===== config.mk =====
export PLATFORM = sky130hd
export DESIGN_NAME = stm_slave
export DESIGN_NICKNAME = d
export VERILOG_FILES = /design/src/hw/stm_pkg.sv /design/src/hw/stm_slave.sv /design/src/hw/stm_conv.sv
export SDC_FILE = /design/constraint.sdc
export NUM_CORES = 1
export LEC_CHECK = 0
export ABC_AREA = 1
export BUFFER_PORTS_ARGS = -buffer_cell sky130_fd_sc_hd__buf_2
export CORE_MARGIN = 2
export CORE_UTILIZATION = 55
export DETAILED_ROUTE_END_ITERATION = 10
export PLACE_DENSITY = 0.71
export SETUP_SLACK_MARGIN = 0.15
export SYNTH_ARGS = -nofsm -noshare
export SYNTH_HDL_FRONTEND = slang
export SYNTH_SLANG_ARGS = --single-unit

===== constraint.sdc =====
create_clock -name mclk -period 1.95 [get_ports mclk]
set_clock_uncertainty 0.05 [all_clocks]
set_input_delay 0.195 -clock mclk [delete_from_list [all_inputs] [get_ports mclk]]
set_output_delay 0.195 -clock mclk [all_outputs]
set_load 0.05 [all_outputs]

===== src/hw/stm_pkg.sv =====
// Shared constants and carrier types for the temperature monitor serial slave
package stm_pkg;

  // Bus address loaded at power-up (7 bits, binary 0101110)
  localparam logic [6:0] DEV_ADDR_RESET = 7'h2e;

  // Register pointer value after reset
  localparam logic [7:0] PTR_RESET = 8'h00;

  // Internal register indices reachable through the pointer
  localparam logic [7:0] REG_CONFIG      = 8'h40;
  localparam logic [7:0] REG_TEMP_LOCAL  = 8'h26;
  localparam logic [7:0] REG_TEMP_REMOTE = 8'h27;
  localparam logic [7:0] REG_SCRATCH     = 8'h15;

  // Reset values of the writable and temperature registers, and the unmapped read filler
  localparam logic [7:0] CONFIG_RESET  = 8'h00;
  localparam logic [7:0] SCRATCH_RESET = 8'h00;
  localparam logic [7:0] TEMP_RESET    = 8'h00;
  localparam logic [7:0] UNMAPPED_READ = 8'h00;

  // Averaging depth for remote results and its log2
  localparam int          AVG_COUNT = 16;
  localparam int          AVG_SHIFT = 4;
  localparam logic [3:0]  AVG_LAST  = 4'hf;

  // Conversion pacing: 9.6 ms per averaged result at 200 MHz
  localparam real CLK_PERIOD_NS = 5.0;
  localparam real CONV_TIME_MS  = 9.6;
  localparam int  CONV_CYCLES   = int'(CONV_TIME_MS * 1.0e6 / CLK_PERIOD_NS);
  localparam int  SUB_CYCLES    = CONV_CYCLES / AVG_COUNT;

  // Bit counter positions inside a nine-pulse byte slot
  localparam logic [3:0] BIT_FIRST = 4'h0;
  localparam logic [3:0] BIT_LAST  = 4'h7;
  localparam logic [3:0] BIT_ACK   = 4'h8;

  // Byte position inside a write operation
  localparam logic [1:0] WR_ADDR = 2'h0;
  localparam logic [1:0] WR_PTR  = 2'h1;
  localparam logic [1:0] WR_DATA = 2'h2;
  localparam logic [1:0] WR_OVER = 2'h3;

  // Slave sequencer states
  typedef enum logic [4:0]
  {
    ST_IDLE = 5'h01,
    ST_RECV = 5'h02,
    ST_ACK  = 5'h04,
    ST_SEND = 5'h08,
    ST_MACK = 5'h10
  } stm_state_type;

  // Sampled bus conditions on the mclk domain
  typedef struct packed
  {
    logic scl_rise;
    logic scl_fall;
    logic start;
    logic stop;
    logic sda;
  } stm_bus_ev_type;

  // One register write from the serial side
  typedef struct packed
  {
    logic       valid;
    logic [7:0] index;
    logic [7:0] data;
  } stm_wr_type;

endpackage


===== src/hw/stm_slave.sv =====
// Serial bus slave front end of the temperature monitor
`timescale 1ns/10ps
`default_nettype none

module stm_slave #(
  parameter int CONV_CYCLES = stm_pkg::CONV_CYCLES
)
(
  // Clock and reset
  input  wire logic       mclk,
  input  wire logic       rst_n,
  // Serial bus pins
  input  wire logic       scl_in,
  input  wire logic       sda_in,
  output logic            sda_out,
  output logic            sda_oe,
  // Measurement inputs from the converters
  input  wire logic [7:0] local_temp,
  input  wire logic [7:0] remote_sample,
  // Register contents presented to the rest of the chip
  output logic [7:0]      config_reg,
  output logic [7:0]      scratch_reg,
  output logic [7:0]      remote_temp,
  output logic            busy
);

  stm_pkg::stm_state_type  state_reg;
  stm_pkg::stm_bus_ev_type ev;
  stm_pkg::stm_wr_type     wr;

  logic [1:0] scl_sync_reg;
  logic [1:0] sda_sync_reg;
  logic       scl_prev_reg;
  logic       sda_prev_reg;
  logic [3:0] bit_reg;
  logic [7:0] shift_reg;
  logic [1:0] wbyte_reg;
  logic       dir_rd_reg;
  logic       addr_hit_reg;
  logic [7:0] ptr_reg;
  logic [7:0] local_reg;
  logic       drive_low_reg;
  logic [7:0] tx_reg;
  logic       result_new;
  logic [7:0] rd_byte;

  // Read multiplexer over the pointer-selected registers
  function automatic logic [7:0] read_sel(input logic [7:0] idx, input logic [7:0] cfg,
                                          input logic [7:0] scr, input logic [7:0] loc,
                                          input logic [7:0] rem);
    case (idx)
      stm_pkg::REG_CONFIG:      read_sel = cfg;
      stm_pkg::REG_SCRATCH:     read_sel = scr;
      stm_pkg::REG_TEMP_LOCAL:  read_sel = loc;
      stm_pkg::REG_TEMP_REMOTE: read_sel = rem;
      default:                  read_sel = stm_pkg::UNMAPPED_READ;
    endcase
  endfunction

  ////////////////////////////////////////////////////////////////////////////////
  // Averaged remote conversion
  stm_conv #(
    .CONV_CYCLES (CONV_CYCLES)
  ) u_conv (
    .mclk       (mclk),
    .rst_n      (rst_n),
    .sample     (remote_sample),
    .result_reg (remote_temp),
    .result_new (result_new)
  );

  ////////////////////////////////////////////////////////////////////////////////
  // Two-stage synchronisers; only the second stage feeds any logic
  always_ff @(posedge mclk)
  begin
    if (!rst_n)
    begin
      scl_sync_reg <= 2'h3;
      sda_sync_reg <= 2'h3;
      scl_prev_reg <= 1'b1;
      sda_prev_reg <= 1'b1;
    end
    else
    begin
      scl_sync_reg <= {scl_sync_reg[0], scl_in};
      sda_sync_reg <= {sda_sync_reg[0], sda_in};
      scl_prev_reg <= scl_sync_reg[1];
      sda_prev_reg <= sda_sync_reg[1];
    end
  end

  // Edge and condition detection
  always_comb
  begin
    ev.sda      = sda_sync_reg[1];
    ev.scl_rise = scl_sync_reg[1] & ~scl_prev_reg;
    ev.scl_fall = ~scl_sync_reg[1] & scl_prev_reg;
    ev.start    = scl_sync_reg[1] & scl_prev_reg & sda_prev_reg & ~sda_sync_reg[1];
    ev.stop     = scl_sync_reg[1] & scl_prev_reg & ~sda_prev_reg & sda_sync_reg[1];
  end

  ////////////////////////////////////////////////////////////////////////////////
  // Byte sequencer: receive, acknowledge, transmit, master acknowledge
  always_ff @(posedge mclk)
  begin
    if (!rst_n)
    begin
      state_reg    <= stm_pkg::ST_IDLE;
      bit_reg      <= stm_pkg::BIT_FIRST;
      shift_reg    <= 8'h00;
      wbyte_reg    <= stm_pkg::WR_ADDR;
      dir_rd_reg   <= 1'b0;
      addr_hit_reg <= 1'b0;
    end
    else if (ev.stop)
      state_reg <= stm_pkg::ST_IDLE;
    else if (ev.start)
    begin
      // A repeated START also lands here; direction is re-taken from the address
      state_reg  <= stm_pkg::ST_RECV;
      bit_reg    <= stm_pkg::BIT_FIRST;
      wbyte_reg  <= stm_pkg::WR_ADDR;
      dir_rd_reg <= 1'b0;
    end
    else
    begin
      case (state_reg)
        stm_pkg::ST_IDLE:
          state_reg <= stm_pkg::ST_IDLE;
        stm_pkg::ST_RECV:
          if (ev.scl_rise)
          begin
            shift_reg <= {shift_reg[6:0], ev.sda};
            bit_reg   <= bit_reg + 4'h1;
          end
          else if (ev.scl_fall && bit_reg == stm_pkg::BIT_ACK)
          begin
            bit_reg <= stm_pkg::BIT_FIRST;
            if (wbyte_reg == stm_pkg::WR_ADDR)
            begin
              addr_hit_reg <= (shift_reg[7:1] == stm_pkg::DEV_ADDR_RESET);
              dir_rd_reg   <= shift_reg[0];
              state_reg    <= (shift_reg[7:1] == stm_pkg::DEV_ADDR_RESET)
                              ? stm_pkg::ST_ACK : stm_pkg::ST_IDLE;
            end
            else
              state_reg <= (wbyte_reg == stm_pkg::WR_OVER)
                           ? stm_pkg::ST_IDLE : stm_pkg::ST_ACK;
          end
        stm_pkg::ST_ACK:
          if (ev.scl_fall)
          begin
            // Ninth pulse done; next byte goes out or comes in
            state_reg <= dir_rd_reg ? stm_pkg::ST_SEND : stm_pkg::ST_RECV;
            wbyte_reg <= (wbyte_reg == stm_pkg::WR_OVER) ? wbyte_reg : wbyte_reg + 2'h1;
          end
        stm_pkg::ST_SEND:
          if (ev.scl_fall)
          begin
            bit_reg <= bit_reg + 4'h1;
            if (bit_reg == stm_pkg::BIT_LAST)
              state_reg <= stm_pkg::ST_MACK;
          end
        stm_pkg::ST_MACK:
          if (ev.scl_fall)
          begin
            // Single-byte reads: any answer ends the data phase
            bit_reg   <= stm_pkg::BIT_FIRST;
            state_reg <= stm_pkg::ST_IDLE;
          end
        default:
          state_reg <= stm_pkg::ST_IDLE;
      endcase
    end
  end

  ////////////////////////////////////////////////////////////////////////////////
  // Write decode: pointer on the first byte, register data on the second
  always_comb
  begin
    wr.valid = (state_reg == stm_pkg::ST_RECV) && ev.scl_fall && !ev.start && !ev.stop
               && bit_reg == stm_pkg::BIT_ACK && !dir_rd_reg;
    wr.index = ptr_reg;
    wr.data  = shift_reg;
  end

  // Pointer survives STOP so a bare read reuses it
  always_ff @(posedge mclk)
  begin
    if (!rst_n)
      ptr_reg <= stm_pkg::PTR_RESET;
    else if (wr.valid && wbyte_reg == stm_pkg::WR_PTR)
      ptr_reg <= wr.data;
  end

  // Writable registers
  always_ff @(posedge mclk)
  begin
    if (!rst_n)
    begin
      config_reg  <= stm_pkg::CONFIG_RESET;
      scratch_reg <= stm_pkg::SCRATCH_RESET;
    end
    else if (wr.valid && wbyte_reg == stm_pkg::WR_DATA)
    begin
      if (wr.index == stm_pkg::REG_CONFIG)
        config_reg <= wr.data;
      if (wr.index == stm_pkg::REG_SCRATCH)
        scratch_reg <= wr.data;
    end
  end

  // Local temperature is latched at each remote result so both read coherently
  always_ff @(posedge mclk)
  begin
    if (!rst_n)
      local_reg <= stm_pkg::TEMP_RESET;
    else if (result_new)
      local_reg <= local_temp;
  end

  ////////////////////////////////////////////////////////////////////////////////
  // Selected byte, shared so the first driven bit and the shifter cannot disagree
  assign rd_byte = read_sel(ptr_reg, config_reg, scratch_reg, local_reg, remote_temp);

  // Transmit shifter loaded when the read address is acknowledged
  always_ff @(posedge mclk)
  begin
    if (!rst_n)
      tx_reg <= 8'h00;
    else if (state_reg == stm_pkg::ST_ACK && ev.scl_fall && dir_rd_reg)
      tx_reg <= rd_byte;
    else if (state_reg == stm_pkg::ST_SEND && ev.scl_fall)
      tx_reg <= {tx_reg[6:0], 1'b0};
  end

  ////////////////////////////////////////////////////////////////////////////////
  // Open-drain driver: only ever pulls low, changes only while SCL is low
  always_ff @(posedge mclk)
  begin
    if (!rst_n)
      drive_low_reg <= 1'b0;
    else if (ev.stop || ev.start)
      drive_low_reg <= 1'b0;
    else if (ev.scl_fall)
    begin
      if (state_reg == stm_pkg::ST_RECV && bit_reg == stm_pkg::BIT_ACK)
        drive_low_reg <= addr_hit_reg || wbyte_reg != stm_pkg::WR_ADDR
                         ? (wbyte_reg != stm_pkg::WR_OVER &&
                            (wbyte_reg != stm_pkg::WR_ADDR ||
                             shift_reg[7:1] == stm_pkg::DEV_ADDR_RESET))
                         : (shift_reg[7:1] == stm_pkg::DEV_ADDR_RESET);
      else if (state_reg == stm_pkg::ST_ACK && dir_rd_reg)
        drive_low_reg <= ~rd_byte[7];
      else if (state_reg == stm_pkg::ST_SEND && bit_reg != stm_pkg::BIT_LAST)
        drive_low_reg <= ~tx_reg[6];
      else
        drive_low_reg <= 1'b0;
    end
  end

  assign sda_out = 1'b0;
  assign sda_oe  = drive_low_reg;
  assign busy    = (state_reg != stm_pkg::ST_IDLE);

endmodule
`default_nettype wire


===== src/hw/stm_conv.sv =====
// Conversion timebase and 16-sample averager for the remote temperature result
`timescale 1ns/10ps
`default_nettype none

module stm_conv #(
  parameter int CONV_CYCLES = stm_pkg::CONV_CYCLES
)
(
  // Clock and reset
  input  wire logic       mclk,
  input  wire logic       rst_n,
  // Raw measurement sample, two's complement degrees
  input  wire logic [7:0] sample,
  // Averaged result
  output logic [7:0]      result_reg,
  output logic            result_new
);

  localparam int SUB = (CONV_CYCLES / stm_pkg::AVG_COUNT) < 1 ? 1
                     : (CONV_CYCLES / stm_pkg::AVG_COUNT);

  logic [31:0] tick_reg;
  logic [3:0]  cnt_reg;
  logic [11:0] acc_reg;
  logic        sub_tick;
  logic [11:0] acc_sum;

  assign sub_tick = (tick_reg == 32'(SUB - 1));
  assign acc_sum  = acc_reg + {{4{sample[7]}}, sample};

  ////////////////////////////////////////////////////////////////////////////////
  // Sub-measurement pacing, sixteen per result gives the full conversion time
  always_ff @(posedge mclk)
  begin
    if (!rst_n)
      tick_reg <= 32'h0;
    else if (sub_tick)
      tick_reg <= 32'h0;
    else
      tick_reg <= tick_reg + 32'h1;
  end

  ////////////////////////////////////////////////////////////////////////////////
  // Sign-extended accumulation; an arithmetic shift keeps two's complement
  always_ff @(posedge mclk)
  begin
    if (!rst_n)
    begin
      cnt_reg    <= 4'h0;
      acc_reg    <= 12'h0;
      result_reg <= stm_pkg::TEMP_RESET;
      result_new <= 1'b0;
    end
    else
    begin
      result_new <= 1'b0;
      if (sub_tick)
      begin
        cnt_reg <= cnt_reg + 4'h1;
        if (cnt_reg == stm_pkg::AVG_LAST)
        begin
          acc_reg    <= 12'h0;
          result_reg <= acc_sum[11:4];
          result_new <= 1'b1;
        end
        else
          acc_reg <= acc_sum;
      end
    end
  end

endmodule
`default_nettype wire


# --- Yosys cells after proc, flatten, opt, wreduce, memory -nomap -nowiden ---
# Cells that the tools add are included.
totals:
  regBits: 124
  input_bits: 20
  output_inout_bits: 27
  word_cells: 159
classes:
  addsub: 5
  eq_ne: 34
  mux: 36
  bitwise: 17
  n_reduce_logical: 45
op_table:
  columns: ["operator", "count"]
  rows:
  - ["32-bit by 1-bit adder with 32-bit output (second input constant)", 1]
  - ["32-bit by 17-bit == test with 1-bit output (second input constant)", 1]
  - ["8-bit one-hot mux with 4 select lines", 1]
  - ["5-bit 2-to-1 mux", 6]
  - ["4-bit 2-to-1 mux", 6]
  - ["5-bit one-hot mux with 4 select lines", 1]
  - ["2-bit != test (second input constant)", 9]
  - ["3-bit != test (second input constant)", 6]
  - ["6-bit AND reduction", 3]
  - ["8-bit by 6-bit == test with 1-bit output (second input constant)", 2]
  - ["1-bit logical AND", 15]
  - ["7-bit 2-to-1 mux", 2]
  - ["2-bit nonzero test", 7]
  - ["12-bit adder", 1]
  - ["12-bit 2-to-1 mux", 1]
  - ["4-bit one-hot mux with 3 select lines", 1]
  - ["1-bit 2-to-1 mux", 10]
  - ["2-bit 2-to-1 mux", 5]
  - ["1-bit NOT", 10]
  - ["5-bit AND reduction", 2]
  - ["3-bit 2-to-1 mux", 3]
  - ["4-bit by 1-bit adder with 4-bit output (second input constant)", 2]
  - ["4-bit == test (second input constant)", 2]
  - ["8-bit by 5-bit == test with 1-bit output (second input constant)", 1]
  - ["other kinds (22)", 39]

# --- Longest topological paths before layout ---
logic_depth:
  word_depth: 10
  ltp_mapped: 11
  ltp_nobuf: 11

# --- Hierarchy ---
# Synthesis repeated with hierarchy kept, for this count alone.
hier_totals:
  cells_unflattened: 1028
  hier_area_um2: 6799.0
by_module_without_submodules:
  columns: ["mod", "instances", "cells_per_inst", "area_each_um2", "seq_area_each_um2"]
  rows:
  - ["stm_conv", 1, 569, 3577.2, 1141.1]
  - ["stm_slave", 1, 459, 3221.8, 1341.3]

# --- Worst setup path after synthesis ---
# No wires, ideal clock.
synth_path:
  path_type: "flip-flop to flip-flop"
  start: "register u_conv.tick_reg[0]"
  end: "register u_conv.acc_reg[4]"
  setup_ns: 0.112
  arrival_ns: 1.498
  required_time_ns: 1.788
  slack_ns: 0.290
  path_stages_with_launch: 12
  path_buffers: 1
  period_less_slack_ns: 1.660
  path_cell_list: "dfxtp_1 > ha_1 > nand3_4 > nor2_4 > nand2_2 > nor2_4 > nand3_2 > nand2_2 > inv_2 > buf_2 > nand2_1 > nand2_1"
synth_between:
  elab_chain_len: 1
synth_rtl:
  columns: ["element", "line", "source"]
  rows:
  - ["start, declared", "stm_conv.sv:22", "logic [31:0] tick_reg;"]
  - ["start signal, assigned", "stm_conv.sv:40", "tick_reg <= tick_reg + 32'h1;"]
  - ["32-bit by 17-bit == test with 1-bit output", "stm_conv.sv:28", "assign sub_tick = (tick_reg == 32'(SUB - 1));"]
  - ["end signal, assigned", "stm_conv.sv:67", "acc_reg <= acc_sum;"]
  - ["end, declared", "stm_conv.sv:24", "logic [11:0] acc_reg;"]
# Every way passes these cells.
# A chain may end at the register's enable or synchronous reset.

# --- Worst setup path in the final report ---
layout_path:
  start: "register u_conv.tick_reg[13]"
  end: "register u_conv.tick_reg[30]"
layout_between:
  elab_chain_len: 2
  word_cells_on_any_way: 3
  cone_classes: "add/sub (1); eq/ne (1); reduce/logical (1)"
layout_rtl:
  columns: ["element"]
  rows:
  - ["branches (longest 2 deep; another with 32-bit by 1-bit adder with 32-bit output)"]
# Several ways; the timed one is not identified.

==> flow_summary.toml <==
[floorplan]
floorplan_core_area_um2 = 11900
ioPinCount = 47
placementRows = 40
die_area_um2 = 13000
floorplan_die_height_um = 114
die_w_um = 114
initial_utilization_pct = 56.0

[power_and_ir_drop]
power-per-cell-area_nw_per_um2 = 735
power.combinational.fraction_pct = 4.3
cell_internal_pwr_uw = 4500
clockPowerShare_pct = 51.2
vdd_ir_drop_max_v = 0.000537
switching_share_pct = 22.1
static-leakage-power_uw = 0.00349
p_switching_uw = 1280
seq_power_share_pct = 44.5

[routing]
viasPerCell = 5.11
antenna_violating_nets_remaining = 0
route.final.wire_length_um = 16700
initialDrtViolationCount = 491
routed-via-count = 6452
drc = 0
first_pass_iters = 6
wire_per_inst_um = 13.2

[placed_design]
port_buffers = 45
place_hpwl_um = 12000
gpl.final_weighted_congestion = 0.971
dpl_cell_area_um2 = 7090

[timing]
relSlewSlack_pct = 65.1
hold_violations = 0
totalNegativeSetupSlack_ns = 0
max_freq_mhz = 578
worstMarginPinSlew_ns = 0.523
final.period_utilization_pct = 88.7
grt_setup_unrepaired = "yes"
finalSetupViolations = 0
timing.final.max_slew_violations = 0
finalWorstPathRequiredPeriod_ns = 1.73

[clock_tree]
htree_num_levels = 4
cts_root_buf = "sky130_fd_sc_hd__clkbuf_16"
cts_tree = "yes"
clock_path_buffers = 2
insertion_delay_ns = 0.42
tritoncts.num_buffers = 17
clk_pin_slew_ns = 0.05
tritoncts_num_sinks = 124

[yosys]
synth_sequential_area_ratio_pct = 37.2
synth_ff_type = "sky130_fd_sc_hd__dfxtp_1"
synth.top_cells.by_count = "sky130_fd_sc_hd__nand2_1, sky130_fd_sc_hd__nor2_1, sky130_fd_sc_hd__inv_1"
synth_largest_type_area_fraction_pct = 37.2
netlist.top_cell.by_area = "sky130_fd_sc_hd__dfxtp_1"
synthesis.area_per_instance_um2 = 6.45
post_synth_main_area_contributors = "sky130_fd_sc_hd__dfxtp_1, sky130_fd_sc_hd__nand2_1, sky130_fd_sc_hd__nor2_1"
asyncSetResetFlopFracSynth_pct = 0
dominant_cell_by_count_in_the_synthesized_netlist = "sky130_fd_sc_hd__nand2_1"
netlist_instances = 1034
number_of_distinct_library_cells_after_synthesis = 36
synth_area_um2 = 6670
ys_seq_elements = 124
synth-edff-count = 0
synth_fp_nets = 1074
yosysWarnings = 0

[layout]
final_cell_area_um2 = 7850
ff_latch_area_um2 = 2490
multi_input_area_um2 = 3660
area_overhead_vs_synth_pct = 17.8
antenna_cells = 0
layout.nets = 1142
nFillCells = 1118
layout-drive-gt1-share_pct = 12.6
max_ffs_per_register = 32

[worst_hold_path]
hold_class = "in2reg"

[critical_path]
end_kind = "register"
worstSetupPathType = "reg2reg"
slowest_cell_on_the_critical_path = "sky130_fd_sc_hd__dfxtp_1"
critPathMaxFanout = 5
critical_path_required_ns = 2.25
cp_cell_sequence = "inv_1 -> nor3_2 -> nand2_1 -> nor2_1 -> nand3_1 -> a21oi_1"
max_stage_delay_ns = 0.40
cp.arrival_ns = 2.03
startpoint_type = "register"

[run_status]
run_status = "completed"

[global_route]
first_global_vias = 5761
grt_max_degree = 36
antenna_found_initial = 0
global_route_usage_over_all_layers_pct = 26.4
grt_first_pass_wirelength_um = 27300
grt_overflow_total = 0

[flow_run]
drv_cap = 0
[cell usage in the layout, fill, tap and decap left out, types with 2 or more instances in the layout]
master                          Yosys  layout
sky130_fd_sc_hd__nor2_1           169     162
sky130_fd_sc_hd__clkbuf_1           7       6
sky130_fd_sc_hd__o21ai_1            2       9
sky130_fd_sc_hd__clkbuf_16          0      17
sky130_fd_sc_hd__buf_12             0       2
sky130_fd_sc_hd__nor3_2             0       5
sky130_fd_sc_hd__or2_2             13      13
sky130_fd_sc_hd__buf_2              6      45
sky130_fd_sc_hd__dfxtp_2            0       3
sky130_fd_sc_hd__inv_2              2       2
sky130_fd_sc_hd__nand3_1           41      39
sky130_fd_sc_hd__nand2_1          275     273
sky130_fd_sc_hd__clkinv_2           0       3
sky130_fd_sc_hd__nor3b_1            2       2
sky130_fd_sc_hd__nor2_2             5      10
sky130_fd_sc_hd__buf_4              1       9
sky130_fd_sc_hd__nor3_1            19      14
sky130_fd_sc_hd__nand3_2            2       4
sky130_fd_sc_hd__xor2_1             8       8
sky130_fd_sc_hd__clkbuf_8           0       3
sky130_fd_sc_hd__nand4_1           26      26
sky130_fd_sc_hd__xnor2_1            7       7
sky130_fd_sc_hd__dlygate4sd3_1      0      10
sky130_fd_sc_hd__dfxtp_1          124     121
sky130_fd_sc_hd__nand2_4            0       2
sky130_fd_sc_hd__nor2_4             4       6
sky130_fd_sc_hd__ha_1              19      17
sky130_fd_sc_hd__nand2_2            5       5
sky130_fd_sc_hd__inv_1            138     138
sky130_fd_sc_hd__o21ai_0           84      77
sky130_fd_sc_hd__a21oi_1           60      60
[power groups by stage]
| stage | clock [uW] | sequential (uW) | combinational, uW |
|---|---|---|---|
| after CTS | 2990 | 2570 | 245 |
| final | 2950 | 2570 | 249 |
| after floorplan | 0 | 2620 | 155 |
| after global placement | 0 | 2620 | 228 |
| after global routing | 3130 | 2570 | 281 |
| after detailed placement | 0 | 2620 | 229 |
[per-layer routing]
layer	vias up	track usage, %	part of all wire, %
met5	-	0	0
li1	3415	-	-
met2	162	44.4	49
met3	24	6.14	4.0
met1	2851	33.9	46
met4	0	8.05	1.3
[metrics by stage]
step | cells | setup WS (ns) | hold slack (ns) | utilization, % | power (uW)
floorplan | 1034 | 0.290 | 0.252 | - | 2780
global placement | 1219 | 0.146 | 0.331 | 59.5 | 2850
detailed placement | 1219 | 0.166 | 0.335 | 59.5 | 2850
CTS | 1261 | 0.159 | 0.0397 | 65.0 | 5800
global route | 1262 | 0.103 | 0.0950 | 65.9 | 5980
finish | 1262 | 0.220 | 0.0697 | 65.9 | 5770
[path summary, 6_finish.rpt]
check                                  from                              to  slack (ns)  cells after the start
max          u_conv.tick_reg[13]$_SDFF_PP0_  u_conv.tick_reg[30]$_SDFF_PP0_        0.22                      6
min                        remote_sample[0]  u_conv.acc_reg[0]$_SDFFE_PN0P_        0.07                      4
max reg2reg  u_conv.tick_reg[13]$_SDFF_PP0_  u_conv.tick_reg[30]$_SDFF_PP0_        0.22                      6
min reg2reg      scl_sync_reg[0]$_SDFF_PN1_      scl_sync_reg[1]$_SDFF_PN1_        0.36                      1
[cell families (layout without fill, tap and decap cells)]
logic type	count (synthesis)	in the layout	share of synthesized area, %
other	1	1	0.0562
AO/OA/AOI/OAI	149	149	11.3
XOR/XNOR	15	15	1.97
adder cells (fa/ha/maj)	20	20	3.87
flip-flops	124	124	37.2
AND/OR/NAND/NOR	567	567	36.3
buffers and inverters	158	239	9.31
[area by class of cell]
type / count / area share, %
Clock buffer: 26 / 6.23
Tap cell: 147 / 2.34
Clock inverter: 6 / 0.781
Sequential cell: 124 / 31.7
Timing Repair Buffer: 67 / 5.66
Inverter: 140 / 6.69
Multi-Input combinational cell: 752 / 46.6
[worst max-delay path: cells and delay by family (launching register included)]
kind / cells / cell delay [ns]
buf+inv: 1 / 0.16
compound gates: 1 / 0.15
simple gates: 4 / 0.90
flops: 1 / 0.40
[repair_timing]
action / in CTS / in global routing
setup buffers: 0 / 1
pin swaps: 1 / 2
gates resized for setup: 1 / 35
hold buffers: 10 / 0
endpoints found under the hold margin: 10 / 0
endpoints found under the setup margin: 2 / 86
(Power assumes the default switching activity.)
